`src/hdl/chcfg_pkg.sv`:
```
`default_nettype none
package chcfg_pkg;
    localparam logic [6:0] I2C_TARGET_ADDR = 7'h6b;
    localparam logic [7:0] ADDR_THERM_VOS = 8'h01;
    localparam logic [7:0] ADDR_ADC_DET = 8'h02;
    localparam logic [7:0] ADDR_CHG_BOOST = 8'h03;
    localparam logic [7:0] ADDR_CHG_CURR = 8'h04;
    // field positions
    localparam int BOOST_HOT_THRESHOLD_SEL_LSB = 6;
    localparam int BOOST_COLD_THRESHOLD_SEL_POS = 5;
    localparam int VOS_LSB = 0;
    localparam int CONV_POS = 7;
    localparam int RATE_POS = 6;
    localparam int BFREQ_POS = 5;
    localparam int ICO_POS = 4;
    localparam int RSV_LSB = 2;
    localparam int FDET_POS = 1;
    localparam int ADET_POS = 0;
    localparam int LOADEN_POS = 7;
    localparam int WDRST_POS = 6;
    localparam int OTG_POS = 5;
    localparam int CHG_POS = 4;
    localparam int SYSMIN_LSB = 1;
    localparam int MINVB_POS = 0;
    // values after reset
    localparam logic [1:0] BOOST_HOT_THRESHOLD_SEL_RST = 2'h0;
    localparam logic [0:0] BOOST_COLD_THRESHOLD_SEL_RST = 1'h0;
    localparam logic [4:0] VOS_RST = 5'h06;
    localparam logic [0:0] RATE_RST = 1'h0;
    localparam logic [0:0] BFREQ_RST = 1'h0;
    localparam logic [0:0] ICO_RST = 1'h1;
    localparam logic [1:0] RSV_RST = 2'h0;
    localparam logic [0:0] ADET_RST = 1'h1;
    localparam logic [0:0] LOADEN_RST = 1'h0;
    localparam logic [0:0] OTG_RST = 1'h0;
    localparam logic [0:0] CHG_RST = 1'h1;
    localparam logic [2:0] SYSMIN_RST = 3'h5;
    localparam logic [0:0] MINVB_RST = 1'h0;
    localparam logic [7:0] CURR_RST = 8'h20;
    // threshold arithmetic, millivolts
    localparam logic [16:0] VOS_STEP_MV = 17'h00064;
    localparam logic [16:0] VTH_MIN_MV = 17'h00f3c;
    localparam logic [16:0] VTH_MAX_MV = 17'h03bc4;
    localparam logic [15:0] INPUT_SUPPLY_VOLTAGE_DOUBLE_MV = 16'h1770;
    localparam logic [3:0] BITS_PER_BYTE = 4'h8;
    typedef enum logic [6:0] {
        ST_IDLE = 7'h01,
        ST_ADDR = 7'h02,
        ST_PTR = 7'h04,
        ST_WDATA = 7'h08,
        ST_RDATA = 7'h10,
        ST_ACK = 7'h20,
        ST_RACK = 7'h40
    } chcfg_state_t;
endpackage
`default_nettype wire

```
`src/hdl/chcfg_field.sv`:
```
`default_nettype none
module chcfg_field #(
    parameter int W = 1,
    parameter logic [W-1:0] RST = '0,
    parameter bit WD_CLR = 1'b1
) (
    input wire logic clk,             // system clock
    input wire logic reset,           // sync reset, active high
    input wire logic reg_reset,       // register-reset command pulse
    input wire logic wd_expire,       // watchdog expiry pulse
    input wire logic wr_en,           // end-of-byte write strobe
    input wire logic [W-1:0] wr_data, // new field value
    output logic [W-1:0] q            // stored field
);
    logic [W-1:0] q_d;

    // a host write in the expiry cycle still lands; the host owns it
    always_comb begin
        q_d = q;
        if (reset || reg_reset) begin
            q_d = RST;
        end else if (wr_en) begin
            q_d = wr_data;
        end else if (WD_CLR && wd_expire) begin
            q_d = RST;
        end
    end

    always_ff @(posedge clk) begin
        q <= q_d;
    end
endmodule
`default_nettype wire

```
`src/hdl/chcfg_regs.sv`:
```
`default_nettype none
module chcfg_regs
    import chcfg_pkg::*;
(
    input wire logic clk,                // system clock, 100 MHz
    input wire logic reset,              // sync reset, active high
    input wire logic scl_in,             // serial clock from host
    input wire logic sda_in,             // serial data level on the wire
    output logic sda_out,                // serial data drive level
    output logic sda_oe,                 // high while pulling data low
    input wire logic reg_reset,          // register-reset command pulse
    input wire logic wd_expire,          // watchdog expiry pulse
    input wire logic adc_busy,           // converter running
    input wire logic adc_done,           // conversion finished pulse
    input wire logic detect_busy,        // source detection running
    input wire logic detect_done,        // forced detection done pulse
    input wire logic [15:0] input_supply_voltage_noload_mv, // unloaded supply, mV
    output logic host_mode,              // 1 host mode, 0 default mode
    output logic adc_start_pulse,        // one-cycle conversion request
    output logic force_detect_pulse,     // one-cycle detection request
    output logic watchdog_restart,       // one-cycle watchdog restart
    output logic [1:0] boost_hot_threshold_sel, // hot threshold code
    output logic boost_cold_threshold_sel, // cold threshold code
    output logic [4:0] input_voltage_limit_offset, // offset code
    output logic [15:0] input_voltage_limit_threshold, // mV
    output logic adc_rate_select,        // 1 continuous conversion
    output logic boost_frequency_select, // 1 low boost frequency
    output logic input_optimizer_enable, // optimizer on
    output logic auto_source_detection_enable, // detect on plug-in
    output logic battery_load_enable,    // battery load on
    output logic boost_output_enable,    // boost on
    output logic charging_enable,        // charging on
    output logic [2:0] system_minimum_voltage, // system floor code
    output logic boost_exit_low_sel,     // 1 exits boost at lower level
    output logic [7:0] charge_current_ctrl // fourth register image
);
    chcfg_state_t st_q, st_d, nxt_q, nxt_d;
    logic scl_q, sda_q;
    logic scl_rise, scl_fall, start_ev, stop_ev;
    logic [3:0] cnt_q, cnt_d;
    logic [7:0] sh_q, sh_d;
    logic [7:0] ptr_q, ptr_d;
    logic oe_q, oe_d;
    logic nack_q, nack_d;
    logic wr_en;
    logic ptr_ok, sh_ok;
    logic wr1, wr2, wr3, wr4;
    logic [7:0] rd_byte;
    logic [1:0] rsv;
    logic conv_q, conv_d, fdet_q, fdet_d, wdb_q, wdb_d;
    logic host_q, host_d;
    logic adc_go_q, adc_go_d, det_go_q, det_go_d;
    logic [16:0] os_mv, thr_sum;
    logic [15:0] thr_q, thr_d;

    // inputs are synchronous already; one stage gives edge history
    assign scl_rise = scl_in & ~scl_q;
    assign scl_fall = ~scl_in & scl_q;
    assign start_ev = scl_in & scl_q & sda_q & ~sda_in;
    assign stop_ev = scl_in & scl_q & ~sda_q & sda_in;
    assign ptr_ok = (ptr_q >= ADDR_THERM_VOS) && (ptr_q <= ADDR_CHG_CURR);
    assign sh_ok = (sh_q >= ADDR_THERM_VOS) && (sh_q <= ADDR_CHG_CURR);

    always_comb begin
        case (ptr_q)
            ADDR_THERM_VOS: rd_byte = {boost_hot_threshold_sel,
                boost_cold_threshold_sel, input_voltage_limit_offset};
            ADDR_ADC_DET: rd_byte = {conv_q | adc_busy | detect_busy,
                adc_rate_select, boost_frequency_select,
                input_optimizer_enable, rsv, fdet_q,
                auto_source_detection_enable};
            ADDR_CHG_BOOST: rd_byte = {battery_load_enable, wdb_q,
                boost_output_enable, charging_enable,
                system_minimum_voltage, boost_exit_low_sel};
            ADDR_CHG_CURR: rd_byte = charge_current_ctrl;
            default: rd_byte = 8'h00;
        endcase
    end

    always_comb begin
        st_d = st_q;
        nxt_d = nxt_q;
        cnt_d = cnt_q;
        sh_d = sh_q;
        ptr_d = ptr_q;
        oe_d = oe_q;
        nack_d = nack_q;
        wr_en = 1'b0;
        if (start_ev) begin
            st_d = ST_ADDR;
            cnt_d = 4'h0;
            oe_d = 1'b0;
        end else if (stop_ev) begin
            st_d = ST_IDLE;
            oe_d = 1'b0;
        end else begin
            case (st_q)
                ST_ADDR, ST_PTR, ST_WDATA: begin
                    if (scl_rise) begin
                        sh_d = {sh_q[6:0], sda_in};
                        cnt_d = cnt_q + 4'h1;
                    end else if (scl_fall && cnt_q == BITS_PER_BYTE) begin
                        cnt_d = 4'h0;
                        st_d = ST_IDLE;
                        if (st_q == ST_ADDR) begin
                            if (sh_q[7:1] == I2C_TARGET_ADDR) begin
                                st_d = ST_ACK;
                                oe_d = 1'b1;
                                nxt_d = sh_q[0] ? ST_RDATA : ST_PTR;
                            end
                        end else if (st_q == ST_PTR) begin
                            if (sh_ok) begin
                                ptr_d = sh_q;
                                st_d = ST_ACK;
                                oe_d = 1'b1;
                                nxt_d = ST_WDATA;
                            end
                        end else if (ptr_ok) begin
                            wr_en = 1'b1;
                            ptr_d = ptr_q + 8'h01;
                            st_d = ST_ACK;
                            oe_d = 1'b1;
                            nxt_d = ST_WDATA;
                        end
                    end
                end
                ST_ACK: begin
                    if (scl_fall) begin
                        st_d = nxt_q;
                        cnt_d = 4'h0;
                        oe_d = 1'b0;
                        if (nxt_q == ST_RDATA) begin
                            sh_d = rd_byte;
                            ptr_d = ptr_q + 8'h01;
                            oe_d = ~rd_byte[7];
                        end
                    end
                end
                ST_RDATA: begin
                    if (scl_rise) begin
                        cnt_d = cnt_q + 4'h1;
                    end else if (scl_fall) begin
                        if (cnt_q == BITS_PER_BYTE) begin
                            oe_d = 1'b0;
                            st_d = ST_RACK;
                        end else begin
                            sh_d = {sh_q[6:0], 1'b0};
                            oe_d = ~sh_q[6];
                        end
                    end
                end
                ST_RACK: begin
                    if (scl_rise) begin
                        nack_d = sda_in;
                    end else if (scl_fall) begin
                        cnt_d = 4'h0;
                        if (nack_q) begin
                            st_d = ST_IDLE;
                            oe_d = 1'b0;
                        end else begin
                            st_d = ST_RDATA;
                            sh_d = rd_byte;
                            ptr_d = ptr_q + 8'h01;
                            oe_d = ~rd_byte[7];
                        end
                    end
                end
                default: begin
                    st_d = ST_IDLE;
                    oe_d = 1'b0;
                end
            endcase
        end
    end

    always_ff @(posedge clk) begin
        if (reset) begin
            st_q <= ST_IDLE;
            nxt_q <= ST_IDLE;
            scl_q <= 1'b1;
            sda_q <= 1'b1;
            cnt_q <= 4'h0;
            sh_q <= 8'h00;
            ptr_q <= 8'h00;
            oe_q <= 1'b0;
            nack_q <= 1'b0;
        end else begin
            st_q <= st_d;
            nxt_q <= nxt_d;
            scl_q <= scl_in;
            sda_q <= sda_in;
            cnt_q <= cnt_d;
            sh_q <= sh_d;
            ptr_q <= ptr_d;
            oe_q <= oe_d;
            nack_q <= nack_d;
        end
    end

    assign sda_out = 1'b0;
    assign sda_oe = oe_q;
    assign wr1 = wr_en && ptr_q == ADDR_THERM_VOS;
    assign wr2 = wr_en && ptr_q == ADDR_ADC_DET;
    assign wr3 = wr_en && ptr_q == ADDR_CHG_BOOST;
    assign wr4 = wr_en && ptr_q == ADDR_CHG_CURR;

    // codes go straight to the analog side, which decodes them
    chcfg_field #(.W(2), .RST(BOOST_HOT_THRESHOLD_SEL_RST)) u_boost_hot_threshold_sel (
        .clk(clk), .reset(reset), .reg_reset(reg_reset),
        .wd_expire(wd_expire), .wr_en(wr1),
        .wr_data(sh_q[BOOST_HOT_THRESHOLD_SEL_LSB +: 2]), .q(boost_hot_threshold_sel));
    chcfg_field #(.W(1), .RST(BOOST_COLD_THRESHOLD_SEL_RST)) u_boost_cold_threshold_sel (
        .clk(clk), .reset(reset), .reg_reset(reg_reset),
        .wd_expire(wd_expire), .wr_en(wr1),
        .wr_data(sh_q[BOOST_COLD_THRESHOLD_SEL_POS]), .q(boost_cold_threshold_sel));
    chcfg_field #(.W(5), .RST(VOS_RST), .WD_CLR(1'b0)) u_vos (
        .clk(clk), .reset(reset), .reg_reset(reg_reset),
        .wd_expire(wd_expire), .wr_en(wr1),
        .wr_data(sh_q[VOS_LSB +: 5]), .q(input_voltage_limit_offset));
    chcfg_field #(.W(1), .RST(RATE_RST)) u_rate (
        .clk(clk), .reset(reset), .reg_reset(reg_reset),
        .wd_expire(wd_expire), .wr_en(wr2),
        .wr_data(sh_q[RATE_POS]), .q(adc_rate_select));
    chcfg_field #(.W(1), .RST(BFREQ_RST)) u_bfreq (
        .clk(clk), .reset(reset), .reg_reset(reg_reset),
        .wd_expire(wd_expire), .wr_en(wr2 && !boost_output_enable),
        .wr_data(sh_q[BFREQ_POS]), .q(boost_frequency_select));
    chcfg_field #(.W(1), .RST(ICO_RST), .WD_CLR(1'b0)) u_ico (
        .clk(clk), .reset(reset), .reg_reset(reg_reset),
        .wd_expire(wd_expire), .wr_en(wr2),
        .wr_data(sh_q[ICO_POS]), .q(input_optimizer_enable));
    chcfg_field #(.W(2), .RST(RSV_RST), .WD_CLR(1'b0)) u_rsv (
        .clk(clk), .reset(reset), .reg_reset(reg_reset),
        .wd_expire(wd_expire), .wr_en(wr2),
        .wr_data(sh_q[RSV_LSB +: 2]), .q(rsv));
    chcfg_field #(.W(1), .RST(ADET_RST), .WD_CLR(1'b0)) u_adet (
        .clk(clk), .reset(reset), .reg_reset(reg_reset),
        .wd_expire(wd_expire), .wr_en(wr2),
        .wr_data(sh_q[ADET_POS]), .q(auto_source_detection_enable));
    chcfg_field #(.W(1), .RST(LOADEN_RST)) u_load (
        .clk(clk), .reset(reset), .reg_reset(reg_reset),
        .wd_expire(wd_expire), .wr_en(wr3),
        .wr_data(sh_q[LOADEN_POS]), .q(battery_load_enable));
    chcfg_field #(.W(1), .RST(OTG_RST)) u_otg (
        .clk(clk), .reset(reset), .reg_reset(reg_reset),
        .wd_expire(wd_expire), .wr_en(wr3),
        .wr_data(sh_q[OTG_POS]), .q(boost_output_enable));
    chcfg_field #(.W(1), .RST(CHG_RST)) u_chg (
        .clk(clk), .reset(reset), .reg_reset(reg_reset),
        .wd_expire(wd_expire), .wr_en(wr3),
        .wr_data(sh_q[CHG_POS]), .q(charging_enable));
    chcfg_field #(.W(3), .RST(SYSMIN_RST), .WD_CLR(1'b0)) u_smin (
        .clk(clk), .reset(reset), .reg_reset(reg_reset),
        .wd_expire(wd_expire), .wr_en(wr3),
        .wr_data(sh_q[SYSMIN_LSB +: 3]), .q(system_minimum_voltage));
    chcfg_field #(.W(1), .RST(MINVB_RST)) u_minvb (
        .clk(clk), .reset(reset), .reg_reset(reg_reset),
        .wd_expire(wd_expire), .wr_en(wr3),
        .wr_data(sh_q[MINVB_POS]), .q(boost_exit_low_sel));
    chcfg_field #(.W(8), .RST(CURR_RST)) u_curr (
        .clk(clk), .reset(reset), .reg_reset(reg_reset),
        .wd_expire(wd_expire), .wr_en(wr4),
        .wr_data(sh_q), .q(charge_current_ctrl));

    always_comb begin
        adc_go_d = wr2 && sh_q[CONV_POS] && !adc_rate_select;
        det_go_d = wr2 && sh_q[FDET_POS];
        wdb_d = wr3 && sh_q[WDRST_POS];
        conv_d = conv_q;
        fdet_d = fdet_q;
        host_d = host_q;
        if (reset || reg_reset) begin
            conv_d = 1'b0;
            fdet_d = 1'b0;
        end else begin
            // a request in the done or expiry cycle must not be lost,
            // else the pulse goes out while the bit reads idle
            if (adc_done || wd_expire) conv_d = 1'b0;
            if (adc_go_d) conv_d = 1'b1;
            if (detect_done || wd_expire) fdet_d = 1'b0;
            if (det_go_d) fdet_d = 1'b1;
        end
        if (reset) begin
            host_d = 1'b0;
        end else if (wr_en) begin
            host_d = 1'b1;
        end else if (wd_expire) begin
            host_d = 1'b0;
        end
    end

    always_ff @(posedge clk) begin
        if (reset) begin
            adc_go_q <= 1'b0;
            det_go_q <= 1'b0;
            wdb_q <= 1'b0;
        end else begin
            adc_go_q <= adc_go_d;
            det_go_q <= det_go_d;
            wdb_q <= wdb_d;
        end
        conv_q <= conv_d;
        fdet_q <= fdet_d;
        host_q <= host_d;
    end

    assign host_mode = host_q;
    assign adc_start_pulse = adc_go_q;
    assign force_detect_pulse = det_go_q;
    assign watchdog_restart = wdb_q;

    // offset doubles on a high-voltage adapter, then clamp
    always_comb begin
        os_mv = VOS_STEP_MV * {12'h000, input_voltage_limit_offset};
        if (input_supply_voltage_noload_mv > INPUT_SUPPLY_VOLTAGE_DOUBLE_MV) begin
            os_mv = {os_mv[15:0], 1'b0};
        end
        thr_sum = {1'b0, input_supply_voltage_noload_mv} + os_mv;
        if (thr_sum < VTH_MIN_MV) begin
            thr_d = VTH_MIN_MV[15:0];
        end else if (thr_sum > VTH_MAX_MV) begin
            thr_d = VTH_MAX_MV[15:0];
        end else begin
            thr_d = thr_sum[15:0];
        end
    end

    always_ff @(posedge clk) begin
        thr_q <= reset ? VTH_MIN_MV[15:0] : thr_d;
    end

    assign input_voltage_limit_threshold = thr_q;
endmodule
`default_nettype wire

```
`config.mk`:
```
export PLATFORM = sky130hd
export DESIGN_NAME = chcfg_regs
export DESIGN_NICKNAME = d
export VERILOG_FILES = /design/src/hdl/chcfg_pkg.sv /design/src/hdl/chcfg_field.sv /design/src/hdl/chcfg_regs.sv
export SDC_FILE = /design/constraint.sdc
export NUM_CORES = 1
export LEC_CHECK = 0
export BUFFER_PORTS_ARGS = -buffer_cell sky130_fd_sc_hd__buf_2
export CAP_MARGIN = 0
export CORE_MARGIN = 2
export CORE_UTILIZATION = 52
export DETAILED_ROUTE_END_ITERATION = 7
export GPL_ROUTABILITY_DRIVEN = 1
export HOLD_SLACK_MARGIN = 0.08
export PLACE_DENSITY = 0.73
export SLEW_MARGIN = 0
export SYNTH_ARGS = -nofsm -noshare
export SYNTH_HDL_FRONTEND = slang
export SYNTH_SLANG_ARGS = --single-unit
```
`constraint.sdc`:
```
create_clock -name clk -period 4.6 [get_ports clk]
set_input_delay 0.46 -clock clk [delete_from_list [all_inputs] [get_ports clk]]
set_output_delay 0.46 -clock clk [all_outputs]
set_load 0.05 [all_outputs]
```
* Yosys cells after proc, flatten, opt, wreduce, memory -nomap -nowiden
Cells that the tools add are included.
** Storage, ports and cells
- Memory bits (read-only) :: 0
- Bits in registers :: 89
- Output and inout bits :: 49
- Memory bits (writable) :: 0
- Input port bits :: 26
- Memories :: 0
- Bits in latches :: 0
- Word-level logic and storage cells :: 241
** Operators by class
- Multiply operators :: 1
- Shifts and indexed selects :: 0
- Eq/ne operators :: 43
- Div/mod/pow operators :: 0
- Magnitude comparators :: 7
- Bitwise gates (word level) :: 18
- Add/subtract/negate cells :: 3
- Mux-type cells :: 96
- Reduce and logical (&&, ||, !) cells :: 41
** Operators by type and width (number)
- $mux 8 :: 22
- $mux 7 :: 15
- $pmux 8 s4 :: 2
- $ne 4x4->1 const B :: 10
- $mux 1 :: 37
- $ne 2x2->1 const B :: 14
- $pmux 7 s4 :: 1
- $pmux 8 s3 :: 1
- $reduce_and 8->1 :: 3
- $mux 4 :: 5
- $mux 6 :: 3
- $add 16x13->17 :: 1
- $gt 17x14->1 const B :: 1
- $lt 17x12->1 const B :: 1
- $eq 8x2->1 const B :: 2
- $ge 8x1->1 const B :: 2
- $gt 16x13->1 const B :: 1
- $le 8x3->1 const B :: 2
- $pmux 4 s4 :: 1
- $reduce_bool 2->1 :: 8
- $ne 3x3->1 const B :: 5
- $eq 7x5->1 const B :: 2
- $eq 7x7->1 const B :: 2
- $mux 14 :: 1
- 30 further kinds :: 67

* Depth between registers and ports, before layout
Gate-level depths: netlist of the first run.
- Depth in word-level cells :: 14
- Gate-level depth with buffers :: 18

* Hierarchy
Synthesis of the first run repeated with hierarchy kept, for this count alone.
** Second synthesis, totals
- Cell total of the unflattened synthesis :: 649
- Area total of the unflattened synthesis :: 5469.0 um2
** Modules (own cells, without submodules)
- chcfg_regs :: cells an instance 536, area an instance 4311.6 um2, times used 1, seq. area each 1141.1 um2
- chcfg_field (u_curr) :: cells an instance 35, area an instance 322.8 um2, times used 1, seq. area each 160.2 um2
- chcfg_field (u_bfreq ...) :: cells an instance 4, area an instance 45.0 um2, times used 6, seq. area each 20.0 um2
- chcfg_field (u_vos) :: cells an instance 17, area an instance 187.7 um2, times used 1, seq. area each 100.1 um2
- chcfg_field (u_smin) :: cells an instance 10, area an instance 111.4 um2, times used 1, seq. area each 60.1 um2
- chcfg_field (u_boost_hot_threshold_sel) :: cells an instance 8, area an instance 80.1 um2, times used 1, seq. area each 40.0 um2
- chcfg_field (u_adet ...) :: cells an instance 4, area an instance 37.5 um2, times used 2, seq. area each 20.0 um2
- chcfg_field (u_rsv) :: cells an instance 6, area an instance 70.1 um2, times used 1, seq. area each 40.0 um2
- chcfg_field (u_chg) :: cells an instance 5, area an instance 40.0 um2, times used 1, seq. area each 20.0 um2

* Worst setup path before layout of the first run
Ideal clock, no wire load.
- Kind :: input to register
- Start point :: input port input_supply_voltage_noload_mv[0]
- End point :: register thr_q[11] (netlist: input_voltage_limit_threshold[11])
- Slack :: -0.254 ns
- Buffers on the path :: 3
- Cell stages on the path :: 16
- Arrival time :: 4.731 ns
- Setup time :: 0.123 ns
- Cell sequence :: or4_1 -> a41o_1 -> a41o_1 -> a21oi_1 -> clkbuf_1 -> mux2_2 -> ha_1 -> buf_2 -> nand3_1 -> a211oi_1 -> o211ai_1 -> nor3b_1 -> or4_1 -> a31o_2 -> clkbuf_1 -> or2_2
** On the way
- Longest elaborated chain between the ends :: 5
- Elaborated cells on any way between the ends :: 6
** Ends and longest elaborated chain
- from (decl) :: line chcfg_regs.sv:17 : input wire logic [15:0] input_supply_voltage_noload_mv,
- $gt 16x13->1 :: line chcfg_regs.sv:315 : if (input_supply_voltage_noload_mv > INPUT_SUPPLY_VOLTAGE_DOUBLE_MV) begin
- $mux 13 :: line chcfg_regs.sv:315
- $add 16x13->17 * :: line chcfg_regs.sv:318 : thr_sum = {1'b0, input_supply_voltage_noload_mv} + os_mv;
- $lt 17x12->1 / $gt 17x14->1 (equally long branches) :: line chcfg_regs.sv:319, chcfg_regs.sv:321
- $reduce_or 3->1 (no source line)
- to (signal assigned) :: line chcfg_regs.sv:329 : thr_q <= reset ? VTH_MIN_MV[15:0] : thr_d;
- to (decl) :: line chcfg_regs.sv:54 : logic [15:0] thr_q, thr_d;
Every way passes the cells marked *; elsewhere a longest branch is shown, timed or not.
A chain may end at the register's enable or synchronous reset.

* Final worst setup path of the first run
- Start point :: input port input_supply_voltage_noload_mv[0]
- End point :: register thr_q[8] (netlist: input_voltage_limit_threshold[8])
Same word-level chain as after synthesis.

==> summary.md, run 1 <==
| Metric | Value |
|---|---|
| Sw Share | 27.0% |
| Worst EP arrival | 4710 ps |
| Placed cell area | 0.00600 mm^2 |
| Ys async rst share | 0% |
| Total Routing Usage GR | 26.0% |
| Gpl congestion | 0.914 |
| CTS Sinks | 86 |
| Max-slew headroom | 41.9% |
| Count leader, synth | dfxtp_1 |
| Die area | 0.0109 mm^2 |
| Psw | 0.000426 W |
| Drt total wl | 14.4 mm |
| Antenna diodes | 0 |
| Post-route DRC violation count | 0 |
| Busiest layer in global routing | met2 |
| HP Class | in2reg |
| Via/cell ratio | 5.99 |
| TritonCTS Buffers | 9 |
| Final-report hold violation count | 0 |
| Vias in the first global route | 4945 |
| Initial cell density of the core | 53.6% |
| Yosys Warn Count | 0 |
| Yosys top cell area share | 32.7% |
| Slew Limit Fails | 0 |
| Unique cell type count in the Yosys netlist | 77 |
| Power per standard cell area | 249 mW/mm^2 |
| Worst Tran Pin Value | 869 ps |
| CORE AREA | 0.00982 mm^2 |
| Max Cap Viol | 0 |
| IO buf count | 73 |
| Chip height | 105 um |
| Post-synth top cells | dfxtp_1 (86), a21oi_1 (63), nand2_1 (53) |
| Dpl ws | -359 ps |
| Largest net degree at the start of global routing | 38 |
| Internal Power | 0.00115 W |
| Min Hold Slack | 378 ps |
| Clk pwr share | 36.8% |
| Lkg Pwr | 2.59 nW |
| Global-route wire length before repair | 23.5 mm |
| Die X | 105 um |
| Syn Std Cell Area | 0.00527 mm^2 |
| # Post-CTS Setup Buffers | 0 |
| Share of power burned in registers | 48.1% |
| Final min period | 4460 ps |
| GR Util met1 | 33.0% |
| Post-route cell area | 0.00633 mm^2 |
| Finish-stage setup viols | 0 |
| First-pass DRT Iterations | 5 |
| Met3 usage | 3.81% |
| #FFs+latches synth | 86 |
| EDFF count, synth | 0 |
| Total number of vias | 5199 |
| Unrepaired setup endpoints after global routing | no |
| Worst IR drop on VDD | 0.158 mV |
| Primary FF master, synth | dfxtp_1 |
| Initial antenna violation count | 0 |
| CTS Buffer Depth | 2 |
| H-tree levels | 3 |
| Clk slew on worst S/H paths | 90 ps |
| Syn Inst Count | 637 |
| Grt ovf | 0 |
| Crit start category | input pin |
| Worst path required time | 4850 ps |
| Layout Nets | 792 |
| Grt met2 use | 46.2% |
| Max Fclk | 0.224 GHz |
| TritonCTS clock tree | done |
| Logic gate share of total power | 15.1% |
| CP Capture Type | register |
| HPWL after DPL | 10.7 mm |
| I/O Pins | 75 |
| Crit path max fanout | 6 |
| Post-Route Skew | 15.8 ps |
| Clock latency on the worst-skew pair | 360 ps |
| Critical path class | in2reg |
| Share of cells above drive strength 1 | 25.0% |
| Tcrit/Tclk final | 97.0% |
| Final ANT Viol Nets | 0 |
| Register area share after synthesis | 32.7% |
| Synth area leader | dfxtp_1 |
| Dominant cells by area after synthesis | dfxtp_1 (33%), ha_1 (7.8%), a21oi_1 (6.0%) |
| Syn Area/Cell | 8.27 um^2 |
| CTS root buf | clkbuf_8 |
| Final WS setup | 136 ps |
| DRT iter0 DRCs | 296 |
| Layout area overhead | 20.3% |
| Status | finished clean |
| WL/cell | 16.6 um |
| Placement row count | 36 |
==> stage by stage <==
| stage | util, % | TNS [ps] | power [W] | std cells |
|---|---|---|---|---|
| 6_report | 64.5 | 0 | 0.00158 | 868 |
| 5_1_grt | 64.5 | 0 | 0.00164 | 868 |
| 4_1_cts | 63.3 | 0 | 0.00158 | 868 |
| 3_5_place_dp | 61.1 | -2810 | 0.00100 | 853 |
| 3_3_place_gp | 61.1 | -1230 | 0.000998 | 853 |
| 2_1_floorplan | - | 0 | 0.000915 | 639 |
==> what timing repair did <==
| action | in CTS | in global routing |
|---|---|---|
| pin swaps | 1 | 5 |
| resized for setup | 3 | 21 |
| hold buffers | 0 | 0 |
| setup endpoints to repair | 2 | 12 |
==> placed cells by master, fill, tap and decap left out, types with 8 or more instances in the layout <==
cell      instances
a21o_1            8
a21oi_1          58
a221oi_1          9
a22oi_1          16
buf_2            73
buf_4            45
clkbuf_8          9
dfxtp_1          83
ha_1             28
inv_1            22
mux2_2            8
mux2i_1          12
nand2_1          53
nand2b_1         10
nand3_1          51
nor2_1           43
nor2b_1          11
nor3_1           18
o21ai_0          15
or2_2             8
==> path summary, 6_finish.rpt <==
check | start | endpoint | slack, ps | depth (start not counted)
max | input_supply_voltage_noload_mv[0] | input_voltage_limit_threshold[8] | 140 | 15
min | scl_in | scl_q | 380 | 2
max reg2reg | u_vos.q[1] | input_voltage_limit_threshold[8] | 170 | 14
min reg2reg | nxt_q[2] | nxt_q[2] | 490 | 2
==> final cells by class <==
type,instances,area [um^2]
fill,900,3490
multi-input combinational,494,3440
sequential,86,1730
timing repair buffer,118,703
tap,133,166
clock buffer,9,124
clock inverter,6,86.3
inverter,22,82.6
==> worst max-delay path, stage by stage <==
cell,delay [ps]
buf_2,110
or4_1,510
a41o_1,250
a41o_1,260
a21oi_4,230
mux2_2,370
ha_1,330
buf_4,150
nand3_1,150
a211oi_4,360
o211ai_1,110
nor3b_2,170
or4_1,530
a31o_2,290
or3b_2,440
==> registers in the layout, summed over array words and instances, names as in the netlist, 2 cells and up <==
register and cells:
cnt_q 4, input_voltage_limit_threshold 16, nxt_q 4, ptr_q 8, sh_q 8, st_q 7, u_boost_hot_threshold_sel.q 2, u_curr.q 8
u_rsv.q 2, u_smin.q 3, u_vos.q 5
==> routing by layer <==
| layer | wire [um] | share of wire [%] |
|---|---|---|
| met1 | 6130 | 43 |
| met2 | 7250 | 50 |
| met3 | 775 | 5.4 |
| met4 | 242 | 1.7 |
| met5 | 0 | 0 |
==> logic make-up after synthesis <==
kind of cell | after synthesis | share of synthesized area [%]
and+or+nand+nor | 252 | 26.0
AOI/OAI and AO/OA | 172 | 22.0
DFF | 86 | 32.7
buffers and inverters | 59 | 4.66
adders and majority gates | 35 | 8.60
muxes | 20 | 3.99
xor gates and xnor gates | 12 | 2.00
other | 1 | 0.0712
==> power groups by stage <==
| stage | logic [W] | registers (W) | clock network [W] |
|---|---|---|---|
| after global placement | 0.000220 | 0.000777 | 0 |
| after detailed placement | 0.000224 | 0.000778 | 0 |
| after global routing | 0.000259 | 0.000761 | 0.000617 |
| after floorplan | 0.000105 | 0.000810 | 0 |
| final | 0.000238 | 0.000759 | 0.000581 |
| after CTS | 0.000226 | 0.000760 | 0.000590 |
Power figures use the tool's default switching activity.
==> run 2, diff against run 1 <==
--- a/config.mk
+++ b/config.mk
@@ -8,11 +8,11 @@
 export BUFFER_PORTS_ARGS = -buffer_cell sky130_fd_sc_hd__buf_2
 export CAP_MARGIN = 0
 export CORE_MARGIN = 2
-export CORE_UTILIZATION = 52
+export CORE_UTILIZATION = 62
 export DETAILED_ROUTE_END_ITERATION = 7
 export GPL_ROUTABILITY_DRIVEN = 1
 export HOLD_SLACK_MARGIN = 0.08
-export PLACE_DENSITY = 0.73
+export PLACE_DENSITY = 0.82
 export SLEW_MARGIN = 0
 export SYNTH_ARGS = -nofsm -noshare
 export SYNTH_HDL_FRONTEND = slang
==> constraint.sdc (replaced) <==
create_clock -name clk -period 5.75 [get_ports clk]
set_input_delay 0.575 -clock clk [delete_from_list [all_inputs] [get_ports clk]]
set_output_delay 0.575 -clock clk [all_outputs]
set_load 0.05 [all_outputs]
==> summary.md, run 2 (synthesis results as in run 1) <==
| Metric | Value |
|---|---|
| Final-report hold violation count | 0 (unchanged) |
| Worst setup path startpoint | u_vos.q[2] (was input_supply_voltage_noload_mv[0]) |
| HP Class | in2reg (unchanged) |
| Largest stage delay, worst path | 560 ps (was 530 ps) |
| Tcrit/Tclk final | 88.5% |
| CTS root buf | clkbuf_8 (unchanged) |
| Hold Buf Count CTS | 0 (unchanged) |
| Antenna diodes | 0 (unchanged) |
| Worst path required time | 5990 ps (was 4850 ps) |
| CP Capture Type | register (unchanged) |
| Delay-heaviest family, CP | compound AO/OA/AOI/OAI gates (was simple AND/OR/NAND/NOR gates) |
| Total number of vias | 5199 (unchanged) |
| Critical path class | reg2reg (was in2reg) |
| Unrepaired setup endpoints after global routing | no (unchanged) |
| Global-route wire length before repair | 22.8 mm (was 23.5 mm) |
| HPWL after DPL | 10.5 mm (was 10.7 mm) |
| CTS Buffer Depth | 2 (unchanged) |
| First-pass DRT Iterations | 6 (was 5) |
| WL/cell | 17.8 um (was 16.6 um) |
| Crit start category | register (was input pin) |
| R2r endpoint | input_voltage_limit_threshold[8] (unchanged) |
| TritonCTS clock tree | done (unchanged) |
| Clk slew on worst S/H paths | 100 ps (was 90 ps) |
| Vias in the first global route | 4571 (was 4945) |
| Status | finished clean (unchanged) |
| # Post-CTS Setup Buffers | 0 (unchanged) |
| Finish-stage setup viols | 0 (unchanged) |
| Worst EP arrival | 5330 ps (was 4710 ps) |
| Drt total wl | 14.3 mm (was 14.4 mm) |
| Most frequent cells in the layout | dfxtp_1 (86), buf_2 (73), a21oi_1 (63) (was dfxtp_1 (83), buf_2 (73), a21oi_1 (58)) |
| Worst reg2reg setup slack | 660 ps (was 170 ps) |
| Share of cells above drive strength 1 | 18.2% (was 25.0%) |
| Final ANT Viol Nets | 0 (unchanged) |
| Reg-to-reg critical path startpoint | u_vos.q[2] (was u_vos.q[1]) |
| Layout Nets | 754 (was 792) |
| Initial antenna violation count | 0 (unchanged) |
| Max-slew headroom | 42.7% (was 41.9%) |
| Worst Setup EP | input_voltage_limit_threshold[8] (unchanged) |
| Initial cell density of the core | 64.1% (was 53.6%) |
| Post-Route Skew | 10.6 ps (was 15.8 ps) |
| Placement row count | 33 (was 36) |
| Gpl congestion | 0.957 (was 0.914) |
| IO buf count | 73 (unchanged) |
| Largest register FFs | 16 (unchanged) |
| CTS Sinks | 86 (unchanged) |
| Clock latency on the worst-skew pair | 370 ps (was 360 ps) |
| Worst r2r path cells | 15 (was 14) |
| Final min period | 5090 ps |
| Total Routing Usage GR | 31.4% (was 26.0%) |
| Layout area overhead | 11.3% (was 20.3%) |
| Worst Tran Pin Value | 848 ps (was 869 ps) |
| Chip height | 96.2 um (was 105 um) |
| Crit path max fanout | 12 (was 6) |
| Post-route cell area | 0.00586 mm^2 (was 0.00633 mm^2) |
| Post-route DRC violation count | 0 (unchanged) |
| Slowest cell on the critical path | dfxtp_1 (was or4_1) |
| Die area | 0.00924 mm^2 (was 0.0109 mm^2) |
| DRT iter0 DRCs | 413 (was 296) |
| Commonest non-fill, non-tap cell in the layout | dfxtp_1 (unchanged) |
| Via/cell ratio | 6.47 (was 5.99) |
| I/O Pins | 75 (unchanged) |
| Max Cap Viol | 0 (unchanged) |
| Lkg Pwr | 2.39 nW (was 2.59 nW) |
| Power per standard cell area | 202 mW/mm^2 (was 249 mW/mm^2) |
| Worst path depth | 15 (unchanged) |
| Placed cell area | 0.00566 mm^2 (was 0.00600 mm^2) |
| Max Fclk | 0.197 GHz |
| Slew Limit Fails | 0 (unchanged) |
| Die X | 96.2 um (was 105 um) |
| Grt ovf | 0 (unchanged) |
| H-tree levels | 3 (unchanged) |
| TritonCTS Buffers | 9 (unchanged) |
| Buffers and inverters on the worst path | 0 (was 2) |
| Worst IR drop on VDD | 0.131 mV (was 0.158 mV) |
| CORE AREA | 0.00822 mm^2 (was 0.00982 mm^2) |
| Total Neg Setup Slack | 0 ps (unchanged) |
| CP cell instances | ha_1 > ha_1 > ha_1 > a21o_1 > a21oi_1 > xor2_1 > a21oi_1 > ha_1 > nand3_1 > a211oi_1 > o211ai_1 > nor3b_1 > or4_1 > a31o_2 > or3b_2 (was buf_2 > or4_1 > a41o_1 > a41o_1 > a21oi_4 > mux2_2 > ha_1 > buf_4 > nand3_1 > a211oi_4 > o211ai_1 > nor3b_2 > or4_1 > a31o_2 > or3b_2) |
| Gates resized, CTS repair | 0 (was 3) |
| Most common cell on crit path | ha_1 |
| Largest net degree at the start of global routing | 38 (unchanged) |
==> run 2: through the flow <==
step	total power (W)	hold WS, ps	worst slack (ps)	util, %	instances
after floorplan	0.000731	441	781	-	639
after global placement	0.000771	457	589	68.9	787
after detailed placement	0.000773	463	444	68.9	787
after CTS	0.00119	460	694	71.3	803
after global routing	0.00123	464	332	71.3	803
final	0.00119	470	662	71.3	803
==> run 2: worst register-to-register path: stages (launching register included) <==
cell and delay [ps]:
dfxtp_1 560, ha_1 320, ha_1 350, ha_1 300
a21o_1 180, a21oi_1 250, xor2_1 230, a21oi_1 110
ha_1 450, nand3_1 170, a211oi_1 430, o211ai_1 130
nor3b_1 200, or4_1 520, a31o_2 330, or3b_2 460
==> run 2: layout make-up <==
type / count / area, um^2
clock inverter: 7 / 75.1
multi-input combinational: 494 / 3310
inverter: 22 / 82.6
tap: 105 / 131
fill: 692 / 2360
sequential: 86 / 1720
timing repair buffer: 80 / 418
clock buffer: 9 / 124
==> run 2: worst min path at each step <==
| stage | from | endpoint | slack (ps) | depth (start not counted) |
|---|---|---|---|---|
| floorplan | nxt_q[4] | nxt_q[4] | 440 | 2 |
| global placement | nxt_q[4] | nxt_q[4] | 460 | 2 |
| detailed placement | nxt_q[2] | nxt_q[2] | 460 | 2 |
| CTS | scl_in | scl_q | 460 | 2 |
| global route | sda_in | sda_q | 460 | 2 |
| finish | scl_in | scl_q | 470 | 2 |
==> run 2: per-layer routing <==
metal  vias up  global-route usage (%)  share of wire (%)
met3        19                    5.40                9.2
met5         -                       0                  0
met2       273                    47.1                 45
met4         0                    7.86                1.0
met1      2452                    46.4                 44
li1       2455                       -                  -
==> run 2: report_power, final <==
part | switching [W] | leakage, nW | internal (W)
logic | 0.000107 | 1.59 | 0.0000492
registers | 0.00000385 | 0.698 | 0.000604
clock network | 0.000250 | 0.0981 | 0.000171
total | 0.000361 | 2.39 | 0.000824
